===== src/rtl/mac_if_pkg.sv =====
/*
 * Shared constants and carriers for the MAC-side data interface of a 10/100 PHY.
 * Assumes one core clock of 40 MHz; the link reference clock is sampled, not used as a clock.
 */
package mac_if_pkg;
	// Core clock and nibble timing
	localparam int CLK_PERIOD_NS    = 25;
	localparam int REF_PERIOD_NS    = 20;
	localparam int SLOW_HOLD_REFS   = 10;
	localparam int MII_DIV_100      = 1;
	localparam int MII_DIV_10       = 10;
	// Carrier detection window at 100 Mbps
	localparam int CARRIER_WIN_BITS = 10;
	localparam int CARRIER_ZEROES   = 2;
	// Receive elasticity buffer
	localparam int FIFO_WIDTH       = 4;
	localparam int FIFO_DEPTH       = 32;
	// Reset values
	localparam logic RST_DUPLEX     = 1'b0;
	localparam logic RST_SPEED_100  = 1'b1;

	// One received nibble with its error flag
	typedef struct packed {
		logic       err;
		logic [3:0] data;
	} rx_word_s;

	// Transmit nibble as seen from the MAC
	typedef struct packed {
		logic       en;
		logic       err;
		logic [3:0] data;
	} tx_word_s;

	typedef enum logic [3:0] {
		RX_IDLE  = 4'b0001,
		RX_WAIT  = 4'b0010,
		RX_DATA  = 4'b0100,
		RX_DRAIN = 4'b1000
	} rx_state_e;
endpackage


===== src/rtl/sync2.sv =====
/*
 * Two-flop synchroniser for a bus of levels.
 * Assumes the input is quasi-static relative to the sampling clock.
 */
`timescale 1ns/1ps
module sync2 #(
	parameter int W = 1
) (
	input  wire logic         clk,
	input  wire logic         rst,
	input  wire logic         ce,
	input  wire logic [W-1:0] d,
	output logic      [W-1:0] q
);
	logic [W-1:0] meta_reg;

	// First stage feeds only the second stage
	always_ff @(posedge clk or posedge rst) begin
		if (rst) begin
			meta_reg <= '0;
			q        <= '0;
		end else if (ce) begin
			meta_reg <= d;
			q        <= meta_reg;
		end
	end
endmodule


===== src/rtl/rx_fifo.sv =====
/*
 * Receive elasticity FIFO, parameterised width and depth, valid/ready on both sides.
 * Assumes a single clock; DEPTH is a power of two.
 */
`timescale 1ns/1ps
module rx_fifo #(
	parameter int WIDTH = 5,
	parameter int DEPTH = 32
) (
	input  wire logic             clk,
	input  wire logic             rst,
	input  wire logic             ce,
	input  wire logic             flush,
	input  wire logic [WIDTH-1:0] in_data,
	input  wire logic             in_valid,
	output logic                  in_ready,
	output logic      [WIDTH-1:0] out_data,
	output logic                  out_valid,
	input  wire logic             out_ready
);
	localparam int AW = $clog2(DEPTH);
	logic [WIDTH-1:0] mem [DEPTH];
	logic [AW:0]      wr_reg;
	logic [AW:0]      rd_reg;
	logic             full;
	logic             empty;

	assign full      = (wr_reg[AW-1:0] == rd_reg[AW-1:0]) && (wr_reg[AW] != rd_reg[AW]);
	assign empty     = (wr_reg == rd_reg);
	assign in_ready  = !full;
	assign out_valid = !empty;
	assign out_data  = mem[rd_reg[AW-1:0]];

	// Storage array, no reset needed
	always_ff @(posedge clk) begin
		if (ce && in_valid && !full) begin
			mem[wr_reg[AW-1:0]] <= in_data;
		end
	end

	// Pointers; flush empties the buffer at end of frame
	always_ff @(posedge clk or posedge rst) begin
		if (rst) begin
			wr_reg <= '0;
			rd_reg <= '0;
		end else if (ce) begin
			if (flush) begin
				wr_reg <= '0;
				rd_reg <= '0;
			end else begin
				if (in_valid && !full) begin
					wr_reg <= wr_reg + 1'b1;
				end
				if (out_valid && out_ready) begin
					rd_reg <= rd_reg + 1'b1;
				end
			end
		end
	end
endmodule


===== src/rtl/mac_side_if.sv =====
/*
 * MAC-facing data interface of a 10/100 PHY: MII (4-bit) or RMII (2-bit) by strap.
 * Assumes line-side nibbles arrive as a decoded stream with carrier and error flags,
 * and that the reference clock arrives as a pin, sampled by the 40 MHz core clock.
 */
`timescale 1ns/1ps
module mac_side_if (
	input  wire logic                 CLK,
	input  wire logic                 RST,
	input  wire logic                 CE,
	// Straps and control
	input  wire logic                 REDUCED_INTERFACE_SELECT_STRAP,
	input  wire logic                 CROSSOVER_AUTO_DISABLE_BIT,
	input  wire logic                 AUTONEG_ENABLE,
	input  wire logic                 FORCE_SPEED_100,
	input  wire logic                 FORCE_FULL_DUPLEX,
	input  wire logic                 NEG_SPEED_100,
	input  wire logic                 NEG_FULL_DUPLEX,
	// Line side (decoded)
	input  wire logic                 LINE_RX_BIT,
	input  wire logic                 LINE_SQUELCH_OK,
	input  wire logic                 LINE_FALSE_CARRIER,
	input  wire mac_if_pkg::rx_word_s LINE_RX_WORD,
	input  wire logic                 LINE_RX_VALID,
	input  wire logic                 LINE_RX_SFD,
	output logic                      LINE_RX_READY,
	input  wire logic                 LINE_PAIR_SEEN_ON_TX,
	output logic                      LINE_PAIRS_SWAPPED,
	output mac_if_pkg::tx_word_s      LINE_TX_WORD,
	output logic                      LINE_TX_STROBE,
	// MAC side
	input  wire logic                 REF_CLK_PIN,
	input  wire mac_if_pkg::tx_word_s MAC_TX,
	output logic                      TX_CLK_OUT,
	output logic                      RX_CLK_OUT,
	output logic [3:0]                RXD,
	output logic                      RXDV,
	output logic                      RXER,
	output logic                      CRS,
	output logic                      COL_CRS_DV,
	output logic                      SPEED_100,
	output logic                      FULL_DUPLEX
);
	logic                 rmii;
	logic                 ref_s;
	logic                 ref_d_reg;
	logic                 ref_rise;
	logic [5:0]           tx_s;
	logic                 sq_s;
	logic                 rxbit_s;
	logic [4:0]           div_reg;
	logic [4:0]           div_lim;
	logic                 tick;
	logic                 dibit_hi_reg;
	logic [9:0]           win_reg;
	logic                 carrier;
	logic                 tx_act;
	mac_if_pkg::rx_state_e st_reg;
	mac_if_pkg::rx_word_s  head;
	logic                 head_valid;
	logic                 pop;
	logic                 flush;
	logic                 swap_reg;
	logic [1:0]           tx_lo_reg;
	logic                 tx_phase_reg;
	logic                 mclk_reg;

	////////////////////////////////////////////////////////////////////
	// Reference pin, MAC transmit, squelch and line bit pass two flops before use
	sync2 #(.W(9)) u_sync (
		.clk (CLK),
		.rst (RST),
		.ce  (CE),
		.d   ({REF_CLK_PIN, MAC_TX, LINE_SQUELCH_OK, LINE_RX_BIT}),
		.q   ({ref_s, tx_s, sq_s, rxbit_s})
	);

	// Strap caught after reset release, held afterwards
	logic strap_done_reg;
	always_ff @(posedge CLK or posedge RST) begin
		if (RST) begin
			rmii           <= 1'b0;
			strap_done_reg <= 1'b0;
		end else if (CE && !strap_done_reg) begin
			rmii           <= REDUCED_INTERFACE_SELECT_STRAP;
			strap_done_reg <= 1'b1;
		end
	end

	// Forced or negotiated speed and duplex
	always_ff @(posedge CLK or posedge RST) begin
		if (RST) begin
			SPEED_100   <= mac_if_pkg::RST_SPEED_100;
			FULL_DUPLEX <= mac_if_pkg::RST_DUPLEX;
		end else if (CE) begin
			SPEED_100   <= AUTONEG_ENABLE ? NEG_SPEED_100 : FORCE_SPEED_100;
			FULL_DUPLEX <= AUTONEG_ENABLE ? NEG_FULL_DUPLEX : FORCE_FULL_DUPLEX;
		end
	end

	////////////////////////////////////////////////////////////////////
	// Reference edge detect on the synchronised copy only
	always_ff @(posedge CLK or posedge RST) begin
		if (RST) begin
			ref_d_reg <= 1'b0;
		end else if (CE) begin
			ref_d_reg <= ref_s;
		end
	end
	assign ref_rise = ref_s && !ref_d_reg;

	// Di-bit pacing: every ref edge at 100, every tenth at 10
	assign div_lim = SPEED_100 ? 5'(mac_if_pkg::MII_DIV_100) : 5'(mac_if_pkg::SLOW_HOLD_REFS);
	always_ff @(posedge CLK or posedge RST) begin
		if (RST) begin
			div_reg <= '0;
		end else if (CE && ref_rise) begin
			div_reg <= (div_reg + 5'd1 >= div_lim) ? 5'd0 : div_reg + 5'd1;
		end
	end
	assign tick = ref_rise && (div_reg + 5'd1 >= div_lim);

	// Local MII clocks, a slow copy of the reference, usable only as a relative marker
	always_ff @(posedge CLK or posedge RST) begin
		if (RST) begin
			mclk_reg <= 1'b0;
		end else if (CE && tick) begin
			mclk_reg <= ~mclk_reg;
		end
	end
	assign TX_CLK_OUT = rmii ? 1'b0 : mclk_reg;
	assign RX_CLK_OUT = rmii ? 1'b0 : mclk_reg;

	// MII receive data moves on the falling clock edge and transmit is taken on the
	// rising one, so each nibble stands half a period around the MAC's edge
	logic rx_step;
	logic tx_step;
	assign rx_step = tick && (rmii || mclk_reg);
	assign tx_step = tick && (rmii || !mclk_reg);

	////////////////////////////////////////////////////////////////////
	// Carrier detect: 100 Mbps window of ten bits, 10 Mbps squelch
	always_ff @(posedge CLK or posedge RST) begin
		if (RST) begin
			win_reg <= '1;
		end else if (CE) begin
			win_reg <= {win_reg[8:0], rxbit_s};
		end
	end

	// Two zeroes at least two bit positions apart anywhere in the window
	function automatic logic two_apart(input logic [9:0] w);
		logic hit;
		hit = 1'b0;
		for (int i = 0; i < mac_if_pkg::CARRIER_WIN_BITS; i++) begin
			for (int j = i + 2; j < mac_if_pkg::CARRIER_WIN_BITS; j++) begin
				if (!w[i] && !w[j]) begin
					hit = 1'b1;
				end
			end
		end
		return hit;
	endfunction

	assign carrier = SPEED_100 ? two_apart(win_reg) : sq_s;
	assign tx_act  = tx_s[5];

	////////////////////////////////////////////////////////////////////
	// Receive elasticity buffer between line stream and MAC pacing
	rx_fifo #(.WIDTH(mac_if_pkg::FIFO_WIDTH + 1), .DEPTH(mac_if_pkg::FIFO_DEPTH)) u_fifo (
		.clk       (CLK),
		.rst       (RST),
		.ce        (CE),
		.flush     (flush),
		.in_data   (LINE_RX_WORD),
		.in_valid  (LINE_RX_VALID && (st_reg == mac_if_pkg::RX_DATA || LINE_RX_SFD)),
		.in_ready  (LINE_RX_READY),
		.out_data  (head),
		.out_valid (head_valid),
		.out_ready (pop)
	);
	assign flush = (st_reg == mac_if_pkg::RX_IDLE) && !carrier;

	// Receive sequencing: wait for SFD, stream, drain buffer after carrier ends
	always_ff @(posedge CLK or posedge RST) begin
		if (RST) begin
			st_reg <= mac_if_pkg::RX_IDLE;
		end else if (CE) begin
			case (st_reg)
				mac_if_pkg::RX_IDLE: begin
					if (carrier) begin
						st_reg <= mac_if_pkg::RX_WAIT;
					end
				end
				mac_if_pkg::RX_WAIT: begin
					if (LINE_RX_SFD && LINE_RX_VALID) begin
						st_reg <= mac_if_pkg::RX_DATA;
					end else if (!carrier && !LINE_FALSE_CARRIER) begin
						st_reg <= mac_if_pkg::RX_IDLE;
					end
				end
				mac_if_pkg::RX_DATA: begin
					if (!carrier) begin
						st_reg <= mac_if_pkg::RX_DRAIN;
					end
				end
				mac_if_pkg::RX_DRAIN: begin
					if (!head_valid && !dibit_hi_reg && tick) begin
						st_reg <= mac_if_pkg::RX_IDLE;
					end
				end
				default: begin
					st_reg <= mac_if_pkg::RX_IDLE;
				end
			endcase
		end
	end

	// Nibble position: MII pops every second tick (receive step); RMII pops after the second di-bit
	logic streaming;
	assign streaming = (st_reg == mac_if_pkg::RX_DATA) || (st_reg == mac_if_pkg::RX_DRAIN);
	assign pop       = CE && rx_step && streaming && head_valid && (!rmii || dibit_hi_reg);

	always_ff @(posedge CLK or posedge RST) begin
		if (RST) begin
			dibit_hi_reg <= 1'b0;
		end else if (CE && tick) begin
			dibit_hi_reg <= (rmii && streaming && head_valid) ? ~dibit_hi_reg : 1'b0;
		end
	end

	// Receive data outputs, updated on the receive step (every tick in RMII, every second tick in MII)
	always_ff @(posedge CLK or posedge RST) begin
		if (RST) begin
			RXD  <= 4'h0;
			RXDV <= 1'b0;
			RXER <= 1'b0;
		end else if (CE && rx_step) begin
			if (streaming && head_valid) begin
				RXD  <= rmii ? {2'b00, dibit_hi_reg ? head.data[3:2] : head.data[1:0]}
				             : head.data;
				RXDV <= !rmii;
				RXER <= head.err;
			end else begin
				RXD  <= 4'h0;
				RXDV <= 1'b0;
				RXER <= 1'b0;
			end
		end
	end

	////////////////////////////////////////////////////////////////////
	// Carrier sense and collision, or CRS_DV in reduced mode
	logic crs_dv_reg;
	always_ff @(posedge CLK or posedge RST) begin
		if (RST) begin
			crs_dv_reg <= 1'b0;
		end else if (CE) begin
			if (carrier || LINE_FALSE_CARRIER) begin
				crs_dv_reg <= 1'b1;
			end else if (tick) begin
				// High on second di-bit while bits remain, low on nibble start
				// Phase flag set means this tick shows the upper di-bit
				crs_dv_reg <= streaming && head_valid && dibit_hi_reg;
			end
		end
	end

	// Combinational raise so CRS_DV follows carrier without waiting a ref edge
	always_comb begin
		if (rmii) begin
			COL_CRS_DV = crs_dv_reg || carrier || LINE_FALSE_CARRIER;
			CRS        = 1'b0;
		end else begin
			CRS        = FULL_DUPLEX ? carrier : (carrier || tx_act);
			COL_CRS_DV = !FULL_DUPLEX && carrier && tx_act;
		end
	end

	////////////////////////////////////////////////////////////////////
	// Transmit path: reference paced, upper bits ignored in reduced mode
	always_ff @(posedge CLK or posedge RST) begin
		if (RST) begin
			LINE_TX_WORD   <= '0;
			LINE_TX_STROBE <= 1'b0;
			tx_lo_reg      <= 2'b00;
			tx_phase_reg   <= 1'b0;
		end else if (CE) begin
			LINE_TX_STROBE <= 1'b0;
			if (tx_step && tx_act) begin
				if (!rmii) begin
					LINE_TX_WORD   <= tx_s;
					LINE_TX_STROBE <= 1'b1;
				end else if (!tx_phase_reg) begin
					tx_lo_reg    <= tx_s[1:0];
					tx_phase_reg <= 1'b1;
				end else begin
					LINE_TX_WORD   <= {1'b1, 1'b0, tx_s[1:0], tx_lo_reg};
					LINE_TX_STROBE <= 1'b1;
					tx_phase_reg   <= 1'b0;
				end
			end else if (!tx_act) begin
				tx_phase_reg <= 1'b0;
			end
		end
	end

	////////////////////////////////////////////////////////////////////
	// Pair crossover: flip when idle and partner is seen on our transmit pair
	always_ff @(posedge CLK or posedge RST) begin
		if (RST) begin
			swap_reg <= 1'b0;
		end else if (CE) begin
			if (CROSSOVER_AUTO_DISABLE_BIT) begin
				swap_reg <= 1'b0;
			end else if (LINE_PAIR_SEEN_ON_TX && !tx_act) begin
				swap_reg <= ~swap_reg;
			end
		end
	end
	assign LINE_PAIRS_SWAPPED = swap_reg;
endmodule


===== config.mk =====
export PLATFORM = sky130hd
export DESIGN_NAME = mac_side_if
export DESIGN_NICKNAME = d
export VERILOG_FILES = /design/src/rtl/mac_if_pkg.sv /design/src/rtl/sync2.sv /design/src/rtl/rx_fifo.sv /design/src/rtl/mac_side_if.sv
export SDC_FILE = /design/constraint.sdc
export NUM_CORES = 1
export LEC_CHECK = 0
export ABC_AREA = 1
export BUFFER_PORTS_ARGS = -buffer_cell sky130_fd_sc_hd__buf_2
export CAP_MARGIN = 15
export CORE_MARGIN = 2
export CORE_UTILIZATION = 60
export CTS_CLUSTER_DIAMETER = 200
export DETAILED_ROUTE_END_ITERATION = 8
export PLACE_DENSITY = 0.78
export SLEW_MARGIN = 20
export SYNTH_ARGS = -nofsm -noshare
export SYNTH_HDL_FRONTEND = slang
export SYNTH_SLANG_ARGS = --single-unit

===== constraint.sdc =====
create_clock -name CLK -period 4.9 [get_ports CLK]
set_clock_uncertainty 0.2 [all_clocks]
set_input_delay 0.735 -clock CLK [delete_from_list [all_inputs] [get_ports CLK]]
set_output_delay 0.735 -clock CLK [all_outputs]
set_load 0.05 [all_outputs]

### Yosys cells after proc, flatten, opt, wreduce, memory -nomap -nowiden

Memories as Yosys holds them, arrays and structs flattened.
Cells that the tools add are included.

* add/subtract/negate cells: 3
* magnitude comparators: 1
* equality and inequality tests: 14
* mux-type cells: 76
* bitwise logic cells: 4
* reductions and logical operators: 108

Operators with widths (count)
* 1-bit logical AND: 66
* 1-bit two-way mux: 59
* 6-bit two-way mux: 6
* 4-bit two-way mux: 8
* 1-bit zero test: 21
* 4-bit one-hot mux with 4 select lines: 1
* 6-bit by 1-bit adder with 6-bit output (second input constant): 2
* 2-bit != test (second input constant): 5
* 1-bit logical OR: 9
* 2-bit AND reduction: 4
* 2-bit nonzero test: 4
* 6-bit equality test: 1
* 3-bit AND reduction: 2
* 5-bit by 1-bit adder with 5-bit output (second input constant): 1
* 5-bit equality test: 1
* 5-bit by 4-bit greater-or-equal comparator with 1-bit output: 1
* 5-bit two-way mux: 1
* 5-bit AND reduction: 1
* 4-bit by 1-bit equality test with 1-bit output (second input constant): 1
* 4-bit by 2-bit equality test with 1-bit output (second input constant): 1
* 4-bit by 3-bit equality test with 1-bit output (second input constant): 1
* 4-bit equality test (second input constant): 1
* 1-bit inverter: 4
* 4-bit AND reduction: 1
* other kinds (4): 4

* flip-flop bits (word level): 74
* RAM bits: 160
* input bits: 28
* output and inout bits: 21
* logic and storage cells: 232
* memories: 1

Memory list
* u_fifo.mem: depth 32, width 5, rd ports 1, clocked after memory_dff 0, write ports 1, line rx_fifo.sv:22 `logic [WIDTH-1:0] mem [DEPTH];`

### Logic depth before layout (Yosys ltp)

Gate-level depths: netlist of run 1.

* word-level depth: 44
* gate-level depth with buffers: 14
* mapped depth without buffers: 14

### Cells and area by module

Synthesis of run 1 repeated with hierarchy kept, for this count alone.

* cell total of the unflattened synthesis: 1050
* area, all modules: 10571.4 µm²

Modules (own cells, without submodules)
* rx_fifo: instances 1, cells each 684, area an instance 7502.2 µm², seq. area each 5104.9 µm²
* mac_side_if: instances 1, cells each 289, area an instance 2354.8 µm², seq. area each 1116.1 µm²
* sync2: instances 1, cells each 77, area an instance 714.4 µm², seq. area each 450.4 µm²

### Worst setup path before layout of run 1

Ideal clock, no wire load.

* kind: register to output
* start: register SPEED_100
* end: output CRS
* data arrival time: 1.803 ns
* data required time: 3.965 ns
* setup slack: 2.162 ns
* cell stages (with the launch flop): 5
* path buffers: 0
* cell sequence: dfstp_2 > inv_1 > nand2_1 > nand2_4 > a21oi_1

* longest elaborated chain between the ends: 4

Ends and longest elaborated chain
* start: declaration: line mac_side_if.sv:41 `output logic SPEED_100,`
* start signal: assignment: line mac_side_if.sv:93 `SPEED_100 <= mac_if_pkg::RST_SPEED_100;`
* start signal: assignment: line mac_side_if.sv:96 `SPEED_100 <= AUTONEG_ENABLE ? NEG_SPEED_100 : FORCE_SPEED_100;`
* 1-bit two-way mux (*): line mac_side_if.sv:165 `assign carrier = SPEED_100 ? two_apart(win_reg) : sq_s;`
* 1-bit logical OR: line mac_side_if.sv:275 `CRS = FULL_DUPLEX ? carrier : (carrier || tx_act);`
* 1-bit two-way mux (*): line mac_side_if.sv:275
* 1-bit two-way mux (*): line mac_side_if.sv:271 `if (rmii) begin`
* end: declaration: line mac_side_if.sv:39 `output logic CRS,`

Mark *: on every way between the ends. The rest lies on a longest branch, timed or not.

### Worst setup path after layout of run 1

* start: register u_fifo.rd_reg[1]
* end: output LINE_RX_READY

* longest elaborated chain between the ends: 3

Ends and longest elaborated chain
* start: declaration: line rx_fifo.sv:24 `logic [AW:0] rd_reg;`
* start signal: assignment: line rx_fifo.sv:55 `rd_reg <= rd_reg + 1'b1;`
* 5-bit equality test: line rx_fifo.sv:28 `assign full = (wr_reg[AW-1:0] == rd_reg[AW-1:0]) && (wr_reg[AW] != rd_reg[AW]);`
* 1-bit logical AND: line rx_fifo.sv:28
* 1-bit zero test: line rx_fifo.sv:30 `assign in_ready = !full;`
* end: declaration: line mac_side_if.sv:26 `output logic LINE_RX_READY,`

No other way between the ends.

==> results list, run 1 <==
* Power Total: 5.548 mW
- Max-cap violations in this run came to 0.
- Buffers inserted to repair hold after CTS numbered 0.
- Tmin final: 3.551 ns
- Setup repair after global routing missed its margin: no
* Netlist area before placement: 10460 sq um
- 0 antenna diodes ended up in the layout.
- Summed over all instances, the cell type with the most area after synthesis is edfxtp_1.
* Area growth syn-to-layout: 10.52%
- Sorting the synthesized cells by area gives the leading types as edfxtp_1 (46%), dfrtp_1 (15%), nand2_1 (9.6%), nor2_1 (5.0%), nand3_1 (4.5%).
- Number of pins exceeding their max-slew limit in the final report: 0
- Initial DRC count: 796
- Among all flip-flop cells after synthesis, the most frequent one is edfxtp_1.
- In the routed design, unresolved DRC markers number 0.
- The number of gates resized after CTS was 0.
- Number of inserted filler cells in the final layout: 1325
- TritonCTS built the clock tree.
* Peak ir drop on the vdd network: 0.0002438 V
* Count of pins on the block boundary: 49
- In this run the tool buffered the top-level ports with 48 buffer cells.
* Detail Route Antenna Nets: 0
- The detailed router placed 7401 vias in this run.
- The floorplan has 48 rows.
- The worst hold path belongs to the class in -> async.
- Worst slew margin: 0.3847
- For this run, the detailed router's first-pass iteration total came to 5.
- Worst-skew pair later-pin latency: 0.52 ns
* Max Buffers Root-to-Sink: 3
- Dividing total power by cell area gives a power density of 480.1 nW/um^2.
- Number of flip-flops under the largest register name: 160
- After detailed routing, the average wire length per cell comes to 17.10 um.
* H-tree level count: 1
- The root buffer cell chosen for the clock tree is clkbuf_16.
- Syn Nets: 1081
- Of all nets on the critical path, the largest fanout is 52.
- The tree built by TritonCTS fans out to 234 sinks.
- Total overflow reported by the global router: 0
* Required time at the worst-slack endpoint: 3.96 ns
* Fraction of registers with async set/reset: 0.3162
* Total count of hold-check failures in the final report: 0
- Count of buffers added by post-CTS timing repair for setup: 0
* CP startpoint kind: flip-flop
- Counting distinct cell types in the post-synthesis netlist gives 40.
* Worst R2R Start: u_fifo.rd_reg[1]$_DFFE_PP0P_
* Number of synthesized flops with an enable pin: 160
* CP bufs+invs: 3
- Slowest stage delay, CP: 0.73 ns
- Among all stages on the critical path, the largest delay is contributed by inv_2.
- Largest net degree at the start of global routing: 83
- The final layout contains 1114 nets.
- Static Leakage: 4.712 nW
- Total die area: 18500 sq um
- Total clock buffers created by CTS: 24
- Warning count from the yosys run: 0
* Layout Utilization: 0.6727
* Layout cell share with drive strength beyond 1: 0.1327
* Worst Path Class, Setup: reg -> out
- The worst register-to-register path has a setup slack of 1.67 ns.
* Via-to-Cell Ratio: 5.615
- Cell family contributing the most delay on the critical path: buffers and inverters
- Total half-perimeter wirelength after legalization and detailed placement: 13900 um
- The floorplan step defined a core boundary enclosing 17180 sq um.
* Cell repeated most along the worst path: nand2_1
- The worst register-to-register path has a depth of 12.
- Final critical-path share of the clock period: 0.7246
- The run finished with clean final reports.
- Die Y: 136.0 um
* Worst Max-Slew Pin Slew: 0.9216 ns
* Antenna violations before repair: 0
- The congestion estimate from routability-driven global placement came to 0.8610.
- The worst setup path is captured at an output port.
* GRT Overall Usage: 0.2496
- TNS Setup: 0 ns
- Achievable clock frequency: 281.6 MHz
- Horizontal die dimension: 136.0 um
* Clock transition at the registers of the reported paths: 0.06 ns
- A synthesized cell averages 10.01 sq um.
* Arrival time of the worst setup path: 2.62 ns
- Walking the worst path, the cells encountered are buf_4, inv_2, nand2_1, nand2_1, nor2_2, nand2_1, nor2_2, nand2_2, buf_2.
- Leaving out fill and tap cells, the most frequent cells in the layout are nand2_1 (267), edfxtp_1 (160), nor2_1 (139).
* Post-Route WL: 22540 um
- Synth top area share: 0.4596
- Commonest non-fill, non-tap cell in the layout: nand2_1
- Hold slack: 0.1569 ns
- Setup violations remaining at the end of the flow were counted as 0.
- Flops & latches, synth: 234
- Synthesis handed over a netlist of 1044 instances.
- Starting density of the core: 0.6087
- The first global-routing pass estimated 35610 um of wire.
* Part of the Yosys area used for sequential elements: 0.6381
- The via count of the first global-routing pass was 6917.
* Worst reg2reg path endpoint: u_fifo.mem[22][2]$_DFFE_PP_
## cells in the mapped netlist (2+ instances only)
library cell and number:
buf_1 2, a21oi_1 8, nand2_4 5, buf_6 6, nand2_1 267, edfxtp_1 160
nand4_1 2, clkbuf_1 18, inv_4 2, nor2_1 139, dfrtp_1 62, ha_1 9
xor2_1 8, nand3_4 2, nand3_1 93, a21oi_2 2, dfstp_2 12, nand2_2 11
o211ai_1 12, o31ai_1 2, inv_2 8, o22ai_1 11, buf_4 6, inv_1 65
o21ai_1 37, nor3_1 2, nor2_2 6, o21ai_0 60, nor2_4 2, buf_2 15
## cell families after synthesis
| group | after synthesis | share of synthesized area |
|---|---|---|
| simple gates | 536 | 0.2209 |
| fa+ha+maj | 9 | 0.01077 |
| xor+xnor | 8 | 0.006702 |
| buf+inv | 122 | 0.05254 |
| flops | 234 | 0.6381 |
| compound gates | 135 | 0.07097 |
## metal layers
| layer | GRT usage | share of wire | up-vias |
|---|---|---|---|
| met1 | 0.3597 | 0.43 | 3513 |
| met3 | 0.03990 | 0.068 | 57 |
| li1 | - | - | 3557 |
| met2 | 0.3889 | 0.47 | 274 |
| met4 | 0.08970 | 0.029 | 0 |
| met5 | 0 | 0 | - |
## final cells by class
| cell class | count | area, sq um | area share |
|---|---|---|---|
| Sequential cell | 234 | 6673 | 0.5775 |
| Inverter | 75 | 287.8 | 0.02491 |
| Clock inverter | 12 | 138.9 | 0.01202 |
| Clock buffer | 30 | 654.4 | 0.05663 |
| Tap cell | 225 | 281.5 | 0.02436 |
| Timing Repair Buffer | 54 | 285.3 | 0.02469 |
| Multi-Input combinational cell | 688 | 3234 | 0.2799 |
## report_power, final
group / switching, mW / internal (mW) / leakage [nW] / total [mW]
logic: 0.955 / 0.399 / 1.97 / 1.35
clock network: 0.719 / 1.10 / 0.381 / 1.82
registers: 0.118 / 2.26 / 2.36 / 2.37
## stage by stage
stage | instance area, sq um | std cells | worst slack [ns]
final | 11550 | 1318 | 1.349
after global routing | 11550 | 1318 | 1.224
after CTS | 11550 | 1318 | 1.371
after detailed placement | 10760 | 1276 | 1.779
after global placement | 10760 | 1276 | 1.841
after floorplan | 10460 | 1044 | 2.103
## worst max-delay path by stage
stage | depth (start not counted) | start | slack (ns) | endpoint
2_1_floorplan | 1 | RST | 2.10 | FULL_DUPLEX$_DFFE_PP0P_
3_3_place_gp | 12 | u_fifo.rd_reg[1]$_DFFE_PP0P_ | 1.84 | u_fifo.mem[30][0]$_DFFE_PP_
3_5_place_dp | 12 | u_fifo.rd_reg[1]$_DFFE_PP0P_ | 1.78 | u_fifo.mem[2][2]$_DFFE_PP_
4_1_cts | 9 | u_fifo.rd_reg[1]$_DFFE_PP0P_ | 1.37 | LINE_RX_READY
5_1_grt | 9 | u_fifo.rd_reg[1]$_DFFE_PP0P_ | 1.22 | LINE_RX_READY
6_report | 9 | u_fifo.rd_reg[1]$_DFFE_PP0P_ | 1.35 | LINE_RX_READY
No activity file was read; power rests on OpenSTA's default activity.
==> run 2: changes to the inputs <==
CORE_UTILIZATION = 55   (was 60)
PLACE_DENSITY = 0.75   (was 0.78)
clock period = 3.2 ns   (was 4.9 ns; I/O delays follow)
==> results list, run 2 (synthesis results as in run 1) <==
* Count of buffers added by post-CTS timing repair for setup: 0 (unchanged)
- The power density over the cells came to 734.0 nW/um^2 (+53%).
- The cell row count is 50 (+4.2%).
- Worst Path Class, Setup: reg -> out
- The peak ir drop on the vdd network came to 0.0004432 V (+82%).
* Number of cells in the design after placement: 1289 (+1.0%)
* Number of stages on the worst hold path: 3
- Remaining DRCs: 0 (unchanged)
- The final design instance area without fill is 11750 sq um (+1.7%).
- GRT Overall Usage: 0.2346 (-0.01494)
- The detailed-route wire length was 23290 um (+3.3%).
- Number of flip-flops under the largest register name: 160 (unchanged)
* Detail Route Antenna Nets: 0 (unchanged)
- Worst slew margin: 0.4377 (+0.05297)
- The endpoint identified for the worst register-to-register timing path is RXD[0]$_DFFE_PP0P_.
* Static Leakage: 4.799 nW (+1.9%)
- # setup viols final: 0 (unchanged)
- Worst-skew pair later-pin latency: 0.53 ns (about the same)
- The floorplan die height was 141.9 um (+4.3%).
- The total negative slack was 0 ns (unchanged).
* R2R setup slack: 0.64 ns (-1.03 ns)
* Required time at the worst-slack endpoint: 2.52 ns (-1.44 ns)
- Clock transition at the registers of the reported paths: 0.06 ns (about the same)
- The initial DRC count came to 718 (-9.8%).
- The number of I/O pins came to 49 (unchanged).
* Max Buffers Root-to-Sink: 3 (unchanged)
- Arrival time of the worst setup path: 2.31 ns (-0.31 ns)
- Slowest stage cell, crit path: dfstp_2
- Setup repair after global routing left no endpoint under its margin.
* Number of inserted filler cells in the final layout: 1445 (+9.1%)
- Tmin final: 2.993 ns
- Critical Path Sink Type: output port
- In this run the worst hold path is classified as in -> reg.
* Horizontal die dimension: 141.9 um (+4.3%)
- End of the worst hold path: FULL_DUPLEX$_DFFE_PP0P_
- The number of nets in the finished design came to 1128 (+1.3%).
* PortBufs: 48 (unchanged)
- The cell sitting at the root of the clock tree is a clkbuf_16.
* Total overflow reported by the global router: 0 (unchanged)
* Area growth syn-to-layout: 12.41%
* Min-Delay Startpoint: NEG_FULL_DUPLEX
* Antenna diodes: 0 (unchanged)
- The number of vias per cell after detailed routing was 5.587 (-0.51%).
- Layout cell share with drive strength beyond 1: 0.1335 (+0.0007912)
* Wire length of the first global-routing pass: 37070 um (+4.1%)
* Cell chain of the critical path: inv_1, a21oi_1, nand2_1, nor2_1, nand2_1, nand2_4, nand2_1, o31ai_1, inv_1, buf_2
* Hold-fix buffers at CTS: 10 (+10)
- Instance area at placement: 10840 sq um (+0.73%)
* Antenna violations before repair: 0 (unchanged)
* Filler-free cell count of the finished design: 1343 (+1.9%)
- CP startpoint kind: flip-flop
* Highest net fanout along the worst path: 5 (-90%)
- The initial core utilization was 0.5589 (-0.04975).
* Total count of hold-check failures in the final report: 0 (unchanged)
- The maximum number of pins on one net before global-route repair came to 83 (unchanged).
- The most critical setup path has its startpoint at SPEED_100$_DFFE_PP1P_.
- The startpoint identified for the worst register-to-register timing path is u_fifo.rd_reg[1]$_DFFE_PP0P_.
- CP bufs+invs: 3 (unchanged)
* Achievable clock frequency: 334.1 MHz
* 1st-pass router iterations: 5 (unchanged)
- Status: finished clean
- The depth of the worst register-to-register path came to 11 (-1).
* H-tree level count: 1 (unchanged)
- The global placement routability congestion came to 0.8752 (+1.6%).
- The area of the core region was 18710 sq um (+8.9%).
- Commonest non-fill, non-tap cell in the layout: nand2_1
- Max-cap violations: 0 (unchanged)
- The library cells used most frequently in the layout, excluding fill and tap cells, are nand2_1 (267), edfxtp_1 (160), nor2_1 (139).
- The number of buffers added by the clock tree synthesis step came to 24 (unchanged).
- The HPWL after detailed placement is 14300 um (+2.9%).
- Vias after detailed routing: 7503 (+1.4%)
* Worst Max-Slew Pin Slew: 0.8422 ns (-0.07934 ns)
- The number of instances resized during post-cts repair was 0 (unchanged).
- Cell family contributing the most delay on the critical path: flip-flops
- The max-slew violation count was 0 (unchanged).
- TritonCTS clock tree: yes
- Avg WL per Cell: 17.34 um (+1.4%)
- The die footprint was 20130 sq um (+8.8%).
- The via count of the first global-routing pass was 7062 (+2.1%).
- TritonCTS sink count: 234 (unchanged)
- Slowest stage delay, CP: 0.59 ns (-0.14 ns)
- Cell repeated most along the worst path: nand2_1
- Final critical-path share of the clock period: 0.9354
## run 2: layout make-up
class	instances	area, sq um	share of cell area
clock buffers	30	633.1	0.05387
flip-flops and latches	234	6673	0.5678
well taps	234	292.8	0.02491
multi-input cells	688	3234	0.2752
repair buffers	68	452.9	0.03854
inverters	75	286.5	0.02438
clock inverters	14	180.2	0.01533
## run 2: report_power, final
group	total, mW	switching [mW]	internal (mW)
logic	2.09	1.44	0.650
registers	3.67	0.214	3.45
clock network	2.87	1.14	1.73
## run 2: stage by stage
stage                     hold slack, ns  power (mW)  worst slack (ns)    util
final                            0.05209       8.626            0.2067  0.6283
after global routing             0.05316       9.047           0.04996  0.6283
after CTS                        0.03843       8.633            0.1867  0.6283
after detailed placement          0.2527       5.762            0.6870  0.5795
after global placement            0.2370       5.720            0.7465  0.5795
after floorplan                   0.2228       5.235            0.6582       -
## run 2: worst register-to-register path: cells and delay by family, from the launching register on
| kind | cells | cell delay [ns] |
|---|---|---|
| AND/OR/NAND/NOR | 8 | 0.84 |
| buffers and inverters | 2 | 0.62 |
| flip-flops | 1 | 0.60 |
| AO/OA/AOI/OAI | 1 | 0.15 |
## run 2: worst max path at each step
stage	end	slack, ns	cells past startpoint
global route	COL_CRS_DV	0.05	10
floorplan	FULL_DUPLEX$_DFFE_PP0P_	0.66	1
finish	COL_CRS_DV	0.21	10
detailed placement	u_fifo.mem[18][4]$_DFFE_PP_	0.69	10
CTS	COL_CRS_DV	0.19	10
global placement	u_fifo.mem[5][3]$_DFFE_PP_	0.75	11
## run 2: routing by layer
layer / global-route usage / part of all wire / vias up
met5: 0 / 0 / -
met4: 0.07368 / 0.022 / 0
met3: 0.04219 / 0.071 / 49
met2: 0.3730 / 0.47 / 287
met1: 0.3332 / 0.43 / 3578
li1: - / - / 3589
